### src/prot_pkg.sv
// Shared constants, codes and carriers of the linear protection controller.
// Assumes one 100 MHz clock and a synchronous active-high reset.
package prot_pkg;
	// Signal numbering: protection is 0, working paths 1 upward, spare traffic last
	localparam int NUM_PATHS = 15;
	localparam int SIG_W = 4;
	localparam logic [SIG_W-1:0] SIG_PROT = 4'h0;
	localparam logic [SIG_W-1:0] SIG_FIRST_WORK = 4'h1;
	localparam logic [SIG_W-1:0] SIG_LAST_WORK = 4'hE;
	localparam logic [SIG_W-1:0] SIG_SPARE = 4'hF;

	// Request types; a larger code has the higher priority
	localparam int REQ_W = 4;
	localparam logic [REQ_W-1:0] REQ_NO_REQUEST = 4'h0;
	localparam logic [REQ_W-1:0] REQ_DO_NOT_REVERT = 4'h1;
	localparam logic [REQ_W-1:0] REQ_REVERSE = 4'h2;
	localparam logic [REQ_W-1:0] REQ_EXERCISE = 4'h4;
	localparam logic [REQ_W-1:0] REQ_RESTORE_WAIT = 4'h6;
	localparam logic [REQ_W-1:0] REQ_MANUAL = 4'h8;
	localparam logic [REQ_W-1:0] REQ_DEGRADE_LOW = 4'h9;
	localparam logic [REQ_W-1:0] REQ_DEGRADE_HIGH = 4'hA;
	localparam logic [REQ_W-1:0] REQ_FAIL_LOW = 4'hB;
	localparam logic [REQ_W-1:0] REQ_FAIL_HIGH = 4'hC;
	localparam logic [REQ_W-1:0] REQ_FORCED = 4'hD;
	localparam logic [REQ_W-1:0] REQ_PROT_FAIL = 4'hE;
	localparam logic [REQ_W-1:0] REQ_LOCKOUT = 4'hF;

	// Operator commands
	localparam int CMD_W = 3;
	localparam logic [CMD_W-1:0] CLEAR_COMMANDS_CMD = 3'h0;
	localparam logic [CMD_W-1:0] LOCKOUT_PROTECTION_CMD = 3'h1;
	localparam logic [CMD_W-1:0] FORCED_SWITCH_CMD = 3'h2;
	localparam logic [CMD_W-1:0] MANUAL_SWITCH_CMD = 3'h3;
	localparam logic [CMD_W-1:0] EXERCISE_CMD = 3'h4;

	// Command responses
	localparam int RESP_W = 2;
	localparam logic [RESP_W-1:0] RESP_DONE = 2'h0;
	localparam logic [RESP_W-1:0] RESP_OUTRANKED = 2'h1;
	localparam logic [RESP_W-1:0] RESP_PATH_STATE = 2'h2;
	localparam logic [RESP_W-1:0] RESP_BAD_SIGNAL = 2'h3;

	// Protection kinds
	localparam logic [1:0] INHERENT_SUBNET_PROTECTION = 2'h0;
	localparam logic [1:0] NONINTRUSIVE_SUBNET_PROTECTION = 2'h1;
	localparam logic [1:0] SUBLAYER_SUBNET_PROTECTION = 2'h2;
	localparam logic [1:0] TRAIL_PROTECTION = 2'h3;

	// Timing
	localparam int CLK_PERIOD_NS = 10;
	localparam int NS_PER_MS = 1000000;
	localparam int MS_PER_SEC = 1000;
	localparam int SEC_PER_MIN = 60;
	localparam int HOLDOFF_STEP_MS = 100;
	localparam int HOLDOFF_STEP_CYCLES = HOLDOFF_STEP_MS * NS_PER_MS / CLK_PERIOD_NS;
	localparam int STEPS_PER_SEC = MS_PER_SEC / HOLDOFF_STEP_MS;
	localparam int HOLDOFF_MAX_SEC = 10;
	localparam int HOLDOFF_MAX_STEPS = HOLDOFF_MAX_SEC * STEPS_PER_SEC;
	localparam int WTR_MAX_MIN = 12;
	localparam int WTR_MAX_SEC = WTR_MAX_MIN * SEC_PER_MIN;
	localparam int HOLDOFF_W = 7;
	localparam int WTR_W = 10;

	typedef struct packed {
		logic [REQ_W-1:0] req;
		logic [SIG_W-1:0] sig;
	} request_t;

	typedef struct packed {
		logic [REQ_W-1:0] req;
		logic [SIG_W-1:0] sig;
		logic [SIG_W-1:0] bridged;
		logic arch;
	} aps_word_t;

	typedef struct packed {
		logic architecture_select;
		logic direction_select;
		logic revert_select;
		logic protocol_word_enable;
		logic spare_traffic_enable;
		logic fail_request_rank;
		logic degrade_request_rank;
		logic [1:0] protection_kind;
		logic [HOLDOFF_W-1:0] holdoff_period;
		logic [WTR_W-1:0] restore_wait_period;
	} cfg_t;
endpackage : prot_pkg

### src/holdoff_filter.sv
// Persistence filter: passes a condition once it has held for the hold-off time.
// Assumes step_tick is a one-cycle pulse per hold-off step.
`timescale 1ns/1ps
module holdoff_filter (
	// Clock and reset
	input wire logic ref_clk,
	input wire logic srst,
	// Condition and timing
	input wire logic raw,
	input wire logic step_tick,
	input wire logic [prot_pkg::HOLDOFF_W-1:0] period,
	output logic held
);
	localparam logic [prot_pkg::HOLDOFF_W-1:0] STEP = 7'h01;

	logic [prot_pkg::HOLDOFF_W-1:0] cnt_q;
	wire reached = (cnt_q >= period);

	always_ff @(posedge ref_clk)
	begin
		if (srst || !raw)
		begin
			cnt_q <= '0;
			held <= 1'b0;
		end
		else
		begin
			held <= reached;
			if (step_tick && !reached)
				cnt_q <= cnt_q + STEP;
		end
	end
endmodule : holdoff_filter

### src/linear_protection_switch_controller.sv
// Linear protection switching controller: requests, priorities, bridge, selector, APS.
// Assumes path conditions, commands and the received word come from ref_clk logic.
//
// What this block does
// - Drive the protected group's bridge and selector choice.
// - Turn each path's fail and degrade into request type and path number.
// - Turn each operator command into request type and named signal number; lockout always gives signal zero.
// - Pick the single highest local request among signal, external and restore-state ones.
// - Decode received protocol word into type, signal and bridged signal; its architecture bit is not used.
// - Compare local winner with remote request and keep the higher.
// - Choose the normal or spare signal bridged onto protection.
// - Choose the normal or spare signal selected from protection.
// - Build transmitted word from local type (reverse request when remote wins), global signal, bridged signal, architecture.
// - Always report local status; remote status only with protocol word enabled.
// - Wait-to-restore time settable from zero to twelve minutes.
// - Hold-off time settable zero to ten seconds in 100 ms steps.
// - Fail and degrade from trail inputs; inherent kind uses server fail only.
// - Accept clear, lockout, forced, manual and exercise commands.
// - Fail and degrade request priorities each selectable low or high.
// - Word sent but received content ignored where protocol is not relied upon.
// - No bi-directional switching without a defined path protocol word.
// - Commands ranked clear, lockout, forced, manual, exercise; one active at once.
// - Refused commands are dropped; every command gets a done or reason response.
// - New fail or degrade pre-empts waiting; expiry gives no request, revert.
// - Protection is number zero, working paths one upward.
`timescale 1ns/1ps
module linear_protection_switch_controller #(
	parameter int STEP_CYCLES = prot_pkg::HOLDOFF_STEP_CYCLES
) (
	// Clock and reset
	input wire logic ref_clk,
	input wire logic srst,
	// Configuration
	input wire prot_pkg::cfg_t cfg,
	// Path conditions, index is the signal number
	input wire logic [prot_pkg::NUM_PATHS-1:0] server_fail_input,
	input wire logic [prot_pkg::NUM_PATHS-1:0] trail_fail_input,
	input wire logic [prot_pkg::NUM_PATHS-1:0] trail_degrade_input,
	// Operator commands
	input wire logic cmd_valid,
	input wire logic [prot_pkg::CMD_W-1:0] operator_command,
	input wire logic [prot_pkg::SIG_W-1:0] cmd_signal,
	// Command response
	output logic resp_valid,
	output logic resp_accepted,
	output logic [prot_pkg::RESP_W-1:0] resp_reason,
	// Protocol words
	input wire prot_pkg::aps_word_t aps_rx,
	output prot_pkg::aps_word_t aps_tx,
	// Bridge and selector
	output logic [prot_pkg::SIG_W-1:0] bridge_sig,
	output logic [prot_pkg::SIG_W-1:0] selector_sig,
	// Status
	output prot_pkg::request_t local_status,
	output prot_pkg::request_t remote_status,
	output logic restore_wait_active
);
	localparam int NP = prot_pkg::NUM_PATHS;
	localparam logic [NP-1:0] PATH_ONE = {{(NP-1){1'b0}}, 1'b1};
	localparam logic [prot_pkg::WTR_W-1:0] WTR_STEP = 10'h001;
	typedef enum logic [2:0] {
		RS_IDLE = 3'b001,
		RESTORE_WAIT_STATE = 3'b010,
		RS_NO_REVERT = 3'b100
	} restore_state_t;
	function automatic prot_pkg::request_t req_max(input prot_pkg::request_t a,
		input prot_pkg::request_t b);
		return (a.req >= b.req) ? a : b;
	endfunction : req_max
	// Requests under which normal traffic uses protection
	function automatic logic moves_traffic(input logic [prot_pkg::REQ_W-1:0] r);
		return (r == prot_pkg::REQ_DO_NOT_REVERT) ||
			((r >= prot_pkg::REQ_RESTORE_WAIT) && (r <= prot_pkg::REQ_FORCED));
	endfunction : moves_traffic
	function automatic logic [prot_pkg::REQ_W-1:0] cond_rank(input logic fail,
		input logic degrade, input logic is_prot, input prot_pkg::cfg_t c);
		logic [prot_pkg::REQ_W-1:0] r;
		r = prot_pkg::REQ_NO_REQUEST;
		if (fail && is_prot)
			r = prot_pkg::REQ_PROT_FAIL;
		else if (fail)
			r = c.fail_request_rank ? prot_pkg::REQ_FAIL_HIGH : prot_pkg::REQ_FAIL_LOW;
		else if (degrade)
			r = c.degrade_request_rank ? prot_pkg::REQ_DEGRADE_HIGH :
				prot_pkg::REQ_DEGRADE_LOW;
		return r;
	endfunction : cond_rank
	function automatic logic sig_allowed(input logic [prot_pkg::CMD_W-1:0] cmd,
		input logic [prot_pkg::SIG_W-1:0] s, input prot_pkg::cfg_t c);
		logic work;
		logic zero_ok;
		work = (s >= prot_pkg::SIG_FIRST_WORK) &&
			(c.architecture_select ? (s <= prot_pkg::SIG_LAST_WORK) :
			(s == prot_pkg::SIG_FIRST_WORK));
		zero_ok = (s == prot_pkg::SIG_PROT) && !c.architecture_select && !c.revert_select;
		unique case (cmd)
			prot_pkg::CLEAR_COMMANDS_CMD: return 1'b1;
			prot_pkg::LOCKOUT_PROTECTION_CMD: return 1'b1;
			prot_pkg::FORCED_SWITCH_CMD: return work || zero_ok ||
				(c.architecture_select && c.spare_traffic_enable && s == prot_pkg::SIG_SPARE);
			prot_pkg::MANUAL_SWITCH_CMD: return work || zero_ok;
			prot_pkg::EXERCISE_CMD: return work;
			default: return 1'b0;
		endcase
	endfunction : sig_allowed
	// Timing pulses
	logic step_tick;
	logic sec_tick;
	pulse_divider #(.DIV(STEP_CYCLES)) u_step_div (
		.ref_clk(ref_clk),
		.srst(srst),
		.en(1'b1),
		.tick(step_tick)
	);
	pulse_divider #(.DIV(prot_pkg::STEPS_PER_SEC)) u_sec_div (
		.ref_clk(ref_clk),
		.srst(srst),
		.en(step_tick),
		.tick(sec_tick)
	);
	// Path conditions through hold-off
	logic [NP-1:0] fail_held;
	logic [NP-1:0] degrade_held;
	logic [NP-1:0] path_defect;
	logic [prot_pkg::REQ_W-1:0] path_rank [NP];
	wire inherent = (cfg.protection_kind == prot_pkg::INHERENT_SUBNET_PROTECTION);
	genvar p;
	generate
		for (p = 0; p < NP; p++)
		begin : g_path
			wire raw_fail = inherent ? server_fail_input[p] : trail_fail_input[p];
			wire raw_degrade = !inherent && trail_degrade_input[p];
			holdoff_filter u_fail (
				.ref_clk(ref_clk),
				.srst(srst),
				.raw(raw_fail),
				.step_tick(step_tick),
				.period(cfg.holdoff_period),
				.held(fail_held[p])
			);
			holdoff_filter u_degrade (
				.ref_clk(ref_clk),
				.srst(srst),
				.raw(raw_degrade),
				.step_tick(step_tick),
				.period(cfg.holdoff_period),
				.held(degrade_held[p])
			);
			assign path_rank[p] = cond_rank(fail_held[p], degrade_held[p], p == 0, cfg);
			assign path_defect[p] = (path_rank[p] != prot_pkg::REQ_NO_REQUEST);
		end
	endgenerate
	// Signal request: highest condition, lower number wins a tie
	prot_pkg::request_t sig_req;
	always_comb
	begin
		sig_req = '0;
		for (int i = 0; i < NP; i++)
		begin
			if (path_rank[i] > sig_req.req)
			begin
				sig_req.req = path_rank[i];
				sig_req.sig = prot_pkg::SIG_W'(i);
			end
		end
	end
	// External request
	prot_pkg::request_t ext_q;
	prot_pkg::request_t cmd_req;
	logic [prot_pkg::SIG_W-1:0] selector_q;
	wire [prot_pkg::SIG_W-1:0] idle_sig = (cfg.architecture_select &&
		cfg.spare_traffic_enable) ? prot_pkg::SIG_SPARE : prot_pkg::SIG_PROT;
	wire [NP-1:0] cmd_mask = PATH_ONE << cmd_signal;
	wire other_defect = |(path_defect & ~cmd_mask);
	wire aps_en = cfg.protocol_word_enable;
	always_comb
	begin
		cmd_req.sig = cmd_signal;
		unique case (operator_command)
			prot_pkg::LOCKOUT_PROTECTION_CMD:
			begin
				cmd_req.req = prot_pkg::REQ_LOCKOUT;
				cmd_req.sig = prot_pkg::SIG_PROT;
			end
			prot_pkg::FORCED_SWITCH_CMD: cmd_req.req = prot_pkg::REQ_FORCED;
			prot_pkg::MANUAL_SWITCH_CMD: cmd_req.req = prot_pkg::REQ_MANUAL;
			prot_pkg::EXERCISE_CMD: cmd_req.req = prot_pkg::REQ_EXERCISE;
			default: cmd_req = '0;
		endcase
	end
	wire cmd_outranked = (operator_command != prot_pkg::CLEAR_COMMANDS_CMD) &&
		(operator_command == prot_pkg::EXERCISE_CMD ?
		(ext_q.req != prot_pkg::REQ_NO_REQUEST) : (ext_q.req >= cmd_req.req));
	wire cmd_state_bad =
		(operator_command == prot_pkg::FORCED_SWITCH_CMD && aps_en && fail_held[0]) ||
		(operator_command == prot_pkg::MANUAL_SWITCH_CMD && other_defect) ||
		(operator_command == prot_pkg::EXERCISE_CMD && selector_q != idle_sig);
	wire [prot_pkg::RESP_W-1:0] cmd_reason =
		!sig_allowed(operator_command, cmd_signal, cfg) ? prot_pkg::RESP_BAD_SIGNAL :
		cmd_outranked ? prot_pkg::RESP_OUTRANKED :
		cmd_state_bad ? prot_pkg::RESP_PATH_STATE : prot_pkg::RESP_DONE;
	wire cmd_ok = (cmd_reason == prot_pkg::RESP_DONE);
	wire ext_preempted = (ext_q.req == prot_pkg::REQ_MANUAL ||
		ext_q.req == prot_pkg::REQ_EXERCISE) && (sig_req.req > ext_q.req);
	always_ff @(posedge ref_clk)
	begin
		if (srst)
		begin
			ext_q <= '0;
			resp_valid <= 1'b0;
			resp_accepted <= 1'b0;
			resp_reason <= prot_pkg::RESP_DONE;
		end
		else
		begin
			resp_valid <= cmd_valid;
			if (cmd_valid)
			begin
				resp_accepted <= cmd_ok;
				resp_reason <= cmd_reason;
			end
			if (cmd_valid && cmd_ok)
				ext_q <= cmd_req;
			else if (ext_preempted)
				ext_q <= '0;
		end
	end

	// Local priority and restore states
	restore_state_t rs_q;
	restore_state_t rs_d;
	prot_pkg::request_t prev_local_q;
	logic [prot_pkg::SIG_W-1:0] rs_sig_q;
	logic [prot_pkg::WTR_W-1:0] wtr_cnt_q;
	wire [prot_pkg::SIG_W-1:0] wait_sig = (rs_q == RS_IDLE) ? prev_local_q.sig : rs_sig_q;
	wire prot_pkg::request_t state_req = (rs_d == RESTORE_WAIT_STATE) ?
		{prot_pkg::REQ_RESTORE_WAIT, wait_sig} : (rs_d == RS_NO_REVERT) ?
		{prot_pkg::REQ_DO_NOT_REVERT, wait_sig} : '0;
	wire prot_pkg::request_t core_req = req_max(sig_req, ext_q);
	wire prot_pkg::request_t local_req = req_max(core_req, state_req);
	wire prev_work = (prev_local_q.sig != prot_pkg::SIG_PROT);
	wire below_wait = (core_req.req < prot_pkg::REQ_RESTORE_WAIT);
	wire failure_release = prev_work && below_wait &&
		(prev_local_q.req >= prot_pkg::REQ_DEGRADE_LOW) &&
		(prev_local_q.req <= prot_pkg::REQ_FAIL_HIGH);
	wire command_release = prev_work && below_wait && !cfg.revert_select &&
		(prev_local_q.req == prot_pkg::REQ_FORCED || prev_local_q.req == prot_pkg::REQ_MANUAL);
	wire wtr_done = (wtr_cnt_q >= cfg.restore_wait_period);
	always_comb
	begin
		rs_d = rs_q;
		unique case (rs_q)
			RS_IDLE:
			begin
				if (failure_release)
					rs_d = cfg.revert_select ? RESTORE_WAIT_STATE : RS_NO_REVERT;
				else if (command_release)
					rs_d = RS_NO_REVERT;
			end
			RESTORE_WAIT_STATE:
			begin
				if (core_req.req > prot_pkg::REQ_RESTORE_WAIT || wtr_done)
					rs_d = RS_IDLE;
			end
			RS_NO_REVERT:
			begin
				if (core_req.req > prot_pkg::REQ_DO_NOT_REVERT)
					rs_d = RS_IDLE;
			end
		endcase
	end

	always_ff @(posedge ref_clk)
	begin
		if (srst)
		begin
			rs_q <= RS_IDLE;
			rs_sig_q <= prot_pkg::SIG_PROT;
			wtr_cnt_q <= '0;
			prev_local_q <= '0;
		end
		else
		begin
			rs_q <= rs_d;
			prev_local_q <= local_req;
			if (rs_q == RS_IDLE)
				rs_sig_q <= prev_local_q.sig;
			if (rs_q != RESTORE_WAIT_STATE)
				wtr_cnt_q <= '0;
			else if (sec_tick && !wtr_done)
				wtr_cnt_q <= wtr_cnt_q + WTR_STEP;
		end
	end

	// Remote and global priority
	wire bi_eff = cfg.direction_select &&
		(cfg.protection_kind == prot_pkg::TRAIL_PROTECTION);
	wire remote_act = aps_en && bi_eff;
	wire prot_pkg::request_t remote_req = '{aps_rx.req, aps_rx.sig};
	wire remote_wins = remote_act && (remote_req.req > local_req.req) &&
		(remote_req.req != prot_pkg::REQ_REVERSE);
	wire prot_pkg::request_t global_req = remote_wins ? remote_req : local_req;
	wire prot_pkg::request_t tx_req = remote_wins ?
		'{prot_pkg::REQ_REVERSE, remote_req.sig} : local_req;
	wire switching = moves_traffic(global_req.req);
	wire [prot_pkg::SIG_W-1:0] target = switching ? global_req.sig : idle_sig;
	wire [prot_pkg::SIG_W-1:0] bridge_d = !cfg.architecture_select ?
		prot_pkg::SIG_FIRST_WORK : target;
	wire far_bridged = !remote_act || !cfg.architecture_select || (aps_rx.bridged == target);
	wire [prot_pkg::SIG_W-1:0] selector_d = far_bridged ? target : idle_sig;
	assign selector_sig = selector_q;
	always_ff @(posedge ref_clk)
	begin
		if (srst)
		begin
			bridge_sig <= prot_pkg::SIG_PROT;
			selector_q <= prot_pkg::SIG_PROT;
			aps_tx <= '0;
			local_status <= '0;
			remote_status <= '0;
			restore_wait_active <= 1'b0;
		end
		else
		begin
			bridge_sig <= bridge_d;
			selector_q <= selector_d;
			aps_tx <= '{tx_req.req, tx_req.sig, bridge_d, cfg.architecture_select};
			local_status <= local_req;
			remote_status <= aps_en ? remote_req : '0;
			restore_wait_active <= (rs_d == RESTORE_WAIT_STATE);
		end
	end
endmodule : linear_protection_switch_controller

### src/pulse_divider.sv
// One-cycle enable pulse every DIV enabled cycles.
// Assumes en comes from logic on ref_clk.
`timescale 1ns/1ps
module pulse_divider #(
	parameter int DIV = 10
) (
	// Clock and reset
	input wire logic ref_clk,
	input wire logic srst,
	// Count enable and pulse
	input wire logic en,
	output logic tick
);
	localparam int CW = $clog2(DIV + 1);
	localparam logic [CW-1:0] LAST = CW'(DIV - 1);
	localparam logic [CW-1:0] STEP = CW'(1);

	logic [CW-1:0] cnt_q;
	wire at_last = (cnt_q == LAST);

	always_ff @(posedge ref_clk)
	begin
		if (srst)
		begin
			cnt_q <= '0;
			tick <= 1'b0;
		end
		else
		begin
			tick <= en & at_last;
			if (en)
				cnt_q <= at_last ? '0 : cnt_q + STEP;
		end
	end
endmodule : pulse_divider

### config.mk
export PLATFORM = sky130hd
export DESIGN_NAME = linear_protection_switch_controller
export DESIGN_NICKNAME = d
export VERILOG_FILES = /design/src/prot_pkg.sv /design/src/holdoff_filter.sv /design/src/linear_protection_switch_controller.sv /design/src/pulse_divider.sv
export SDC_FILE = /design/constraint.sdc
export NUM_CORES = 1
export LEC_CHECK = 0
export BUFFER_PORTS_ARGS = -buffer_cell sky130_fd_sc_hd__buf_2
export CAP_MARGIN = 40
export CORE_MARGIN = 1.5
export CORE_UTILIZATION = 45
export CTS_CLUSTER_DIAMETER = 60
export DETAILED_ROUTE_END_ITERATION = 7
export PLACE_DENSITY = 0.65
export SLEW_MARGIN = 10
export SYNTH_ARGS = -nofsm -noshare
export SYNTH_HDL_FRONTEND = slang
export SYNTH_SLANG_ARGS = --single-unit
### constraint.sdc
create_clock -name ref_clk -period 44.4 [get_ports ref_clk]
set_input_delay 6.66 -clock ref_clk [delete_from_list [all_inputs] [get_ports ref_clk]]
set_output_delay 6.66 -clock ref_clk [all_outputs]
set_load 0.01 [all_outputs]
==> flow_metrics.py <==
metrics = {
    "route": {
        "via_count": 19100,
        "routed_wire_length_mm": 55.6,
        "wl_per_cell_um": 15.7,
        "detail_route.iter0.violations": 1035,
        "routed_via_density": 5.39,
        "drt_drc_violations_left": 0,
        "drt_pass1_iterations": 5,
        "antenna_violating_nets_post_route": 0,
    },
    "clock_network": {
        "post_cts_repair_timing_setup_buffer_count": 0,
        "cts_root_buffer": "sky130_fd_sc_hd__clkbuf_16",
        "clk-insertion-delay-late_ns": 0.59,
        "cts-buffers-inserted": 44,
        "hold_buffers": 0,
        "h-tree-depth": 2,
        "tritoncts_clock_tree": "built",
        "post_cts_resize_count": 0,
        "tritoncts_num_sinks": 333,
        "clock_tree.buffer_depth": 3,
        "worst_setup_hold_path_clk_slew_ns": 0.05,
    },
    "setup_path": {
        "worst_path_largest_cell_delay_ns": 0.62,
        "setup.reg_to_reg.worst_slack_ns": 12.19,
        "reg2regPathDepth": 138,
        "end_kind": "flip-flop",
        "crit-reg2reg-launch": "g_path[0].u_fail.held",
        "worstSetupStartpoint": "cfg[20]",
        "cp-endpoint": "selector_sig[3]",
        "reg2reg_to": "selector_sig[3]",
        "worst-path-max-fanout": 33,
        "timing.setup.critical_path_class": "in -> reg",
        "worst_path_required_time_ns": 44.90,
        "worst_setup_path_start_kind": "input pin",
        "worst_ep_arrival_time_ns": 39.12,
        "cpMostUsedCell": "sky130_fd_sc_hd__ha_1",
        "critical_path.slowest_cell": "sky130_fd_sc_hd__or4b_4",
    },
    "power": {
        "powerDensity_mw_per_mm2": 41.0,
        "leak_uw": 0.0112,
        "vdd_drop_max_mv": 0.0282,
    },
    "grt": {
        "grt_first_pass_wirelength_mm": 90.8,
        "initial_antenna_violation_count": 0,
        "groute.usage.overall_pct": 21.6,
        "grt_overflow_total": 0,
        "grt_start_max_net_pins": 37,
        "grt_pass1_vias": 18500,
    },
    "place": {
        "gp_routability_congestion": 0.890,
        "dp.final_hpwl_mm": 40.5,
        "numPlacedInstances": 3465,
        "place.port_buffers": 134,
    },
    "sta": {
        "skew_ns": 0.0331,
        "timing.final.hold_violations": 0,
        "slew_violations": 0,
        "max_slew.worst_pin.slew_ns": 0.776,
        "worst_slew_slack_as_a_fraction_of_its_limit_pct": 47.6,
        "final.setup.tns_ns": 0,
        "finalSetupViolations": 0,
        "max_freq_mhz": 25.9,
        "final.period_utilization_pct": 87.0,
        "rsz_0062_raised_after_global_routing": "false",
        "final_period_minus_worst_setup_slack_ns": 38.63,
    },
    "finish": {
        "drive_gt1_share_pct": 10.2,
        "synthToLayoutAreaGrowth_pct": 12.3,
        "number_of_fill_cells": 4666,
        "fin_cells": 3542,
        "antenna_cells": 0,
        "final_nets": 3240,
    },
    "yosys": {
        "ys.warnings.count": 0,
        "postSynthCellCount": 2726,
        "synth_area_per_cell_um2": 8.26,
        "register_area_share_after_synthesis_pct": 29.6,
        "yosys.cell_count.top_type": "sky130_fd_sc_hd__nor2_1",
        "ys_types": 107,
        "synth_top_cell_by_area": "sky130_fd_sc_hd__dfxtp_1",
        "netlist_top_cells_area": "sky130_fd_sc_hd__dfxtp_1, sky130_fd_sc_hd__ha_1, sky130_fd_sc_hd__nor2_1, sky130_fd_sc_hd__xor2_1, sky130_fd_sc_hd__nand2_1",
        "syn-num-nets": 3119,
        "synth_async_sr_flop_share_pct": 0,
        "postSynth.topFlopCell": "sky130_fd_sc_hd__dfxtp_1",
        "synth_area_mm2": 0.0225,
        "ys_seq_elements": 333,
        "number_of_flops_mapped_to_enable_cells_by_yosys": 0,
        "synth.top_cells.by_count": "sky130_fd_sc_hd__nor2_1, sky130_fd_sc_hd__dfxtp_1, sky130_fd_sc_hd__ha_1, sky130_fd_sc_hd__nand2_1, sky130_fd_sc_hd__xor2_1",
        "yosysTopAreaCellShare_pct": 29.6,
    },
    "worst_hold_path": {
        "worst_hold_path_type": "reg -> reg",
        "hold_path_startpoint": "resp_accepted",
    },
    "floorplan": {
        "dieArea_mm2": 0.0514,
        "core_area_mm2": 0.0492,
        "pin_count": 136,
        "dieWidth_um": 227,
        "placement_rows": 81,
        "floorplan.initialDensity_pct": 45.8,
        "die_height_um": 227,
    },
    "run": {
        "max_cap_violations": 0,
    },
    "status": {
        "outcome": "finished, final reports clean",
    },
}
==> worst min path at each step <==
stage | to | slack (ns) | cells after the start
6_report | resp_accepted | 0.47 | 2
2_1_floorplan | u_step_div.cnt_q[0] | 0.44 | 1
4_1_cts | resp_accepted | 0.48 | 2
5_1_grt | resp_accepted | 0.50 | 2
3_3_place_gp | u_step_div.cnt_q[0] | 0.46 | 1
3_5_place_dp | u_step_div.cnt_q[0] | 0.47 | 1
==> power by group <==
part	total, µW	leakage, µW	internal (µW)	switching [µW]
clock network	351	0.000708	210	140
registers	315	0.00269	309	5.77
logic	371	0.00776	145	226
total	1040	0.0112	665	372
==> logic make-up (layout without fill, tap and decap cells) <==
logic type | after synthesis | in the layout | synth area share [%]
simple gates | 1111 | 1111 | 23.2
compound gates | 503 | 503 | 15.3
flops | 333 | 333 | 29.6
fa+ha+maj | 302 | 302 | 16.8
xor+xnor | 221 | 221 | 8.60
buf+inv | 184 | 336 | 3.21
mux | 72 | 72 | 3.30
==> area by class of cell <==
class	instances	area, µm²	share of cell area [%]
Clock buffer	60	1250	4.95
Timing Repair Buffer	148	796	3.15
Clock inverter	17	196	0.777
Tap cell	664	831	3.29
Inverter	111	417	1.65
Sequential cell	333	6670	26.4
Multi-Input combinational cell	2209	15100	59.8
==> metal layers <==
metal / wire length, µm / global-route usage [%] / vias to the layer above
li1: - / - / 9699
met1: 26700 / 28.3 / 8978
met2: 25700 / 36.7 / 341
met3: 1990 / 2.35 / 76
met4: 1260 / 7.03 / 0
met5: 0 / 0 / -
==> state kept, by name, indices dropped and copies added (netlist names), 9 cells and up <==
signal and count:
g_path.u_degrade.held 15, aps_tx 9, wtr_cnt_q 10, g_path.u_degrade.cnt_q 105
g_path.u_fail.cnt_q 105, g_path.u_fail.held 15, u_step_div.cnt_q 24
==> per-stage QoR <==
stage / power, µW / utilization (%) / hold slack [ns] / setup slack, ns / cell area (µm²)
3_3_place_gp: 676 / 48.4 / 0.463 / 6.32 / 23800
4_1_cts: 1040 / 51.4 / 0.478 / 6.29 / 25300
5_1_grt: 1100 / 51.4 / 0.502 / 3.26 / 25300
2_1_floorplan: 593 / - / 0.441 / 10.54 / 22500
6_report: 1040 / 51.4 / 0.473 / 5.77 / 25300
3_5_place_dp: 687 / 48.5 / 0.469 / 5.78 / 23800
==> critical path, delay by kind of cell <==
family / cells / cell delay (ns)
AO/OA/AOI/OAI: 62 / 14.38
XOR/XNOR: 1 / 0.18
adder cells (fa/ha/maj): 18 / 5.48
buffers and inverters: 8 / 1.32
multiplexers: 12 / 3.65
AND/OR/NAND/NOR: 39 / 7.39
==> placed cells by master, fill, tap and decap left out, types with 71 or more instances in the layout <==
master,n
sky130_fd_sc_hd__nor2_1,419
sky130_fd_sc_hd__dfxtp_1,333
sky130_fd_sc_hd__ha_1,299
sky130_fd_sc_hd__nand2_1,251
sky130_fd_sc_hd__xor2_1,137
sky130_fd_sc_hd__a21oi_1,135
sky130_fd_sc_hd__buf_2,134
sky130_fd_sc_hd__inv_1,110
sky130_fd_sc_hd__o21ai_0,107
sky130_fd_sc_hd__a21o_1,90
sky130_fd_sc_hd__nand2b_1,85
sky130_fd_sc_hd__xnor2_1,84
sky130_fd_sc_hd__nand3_1,71
Note: power is estimated with default switching activity, not from simulation.
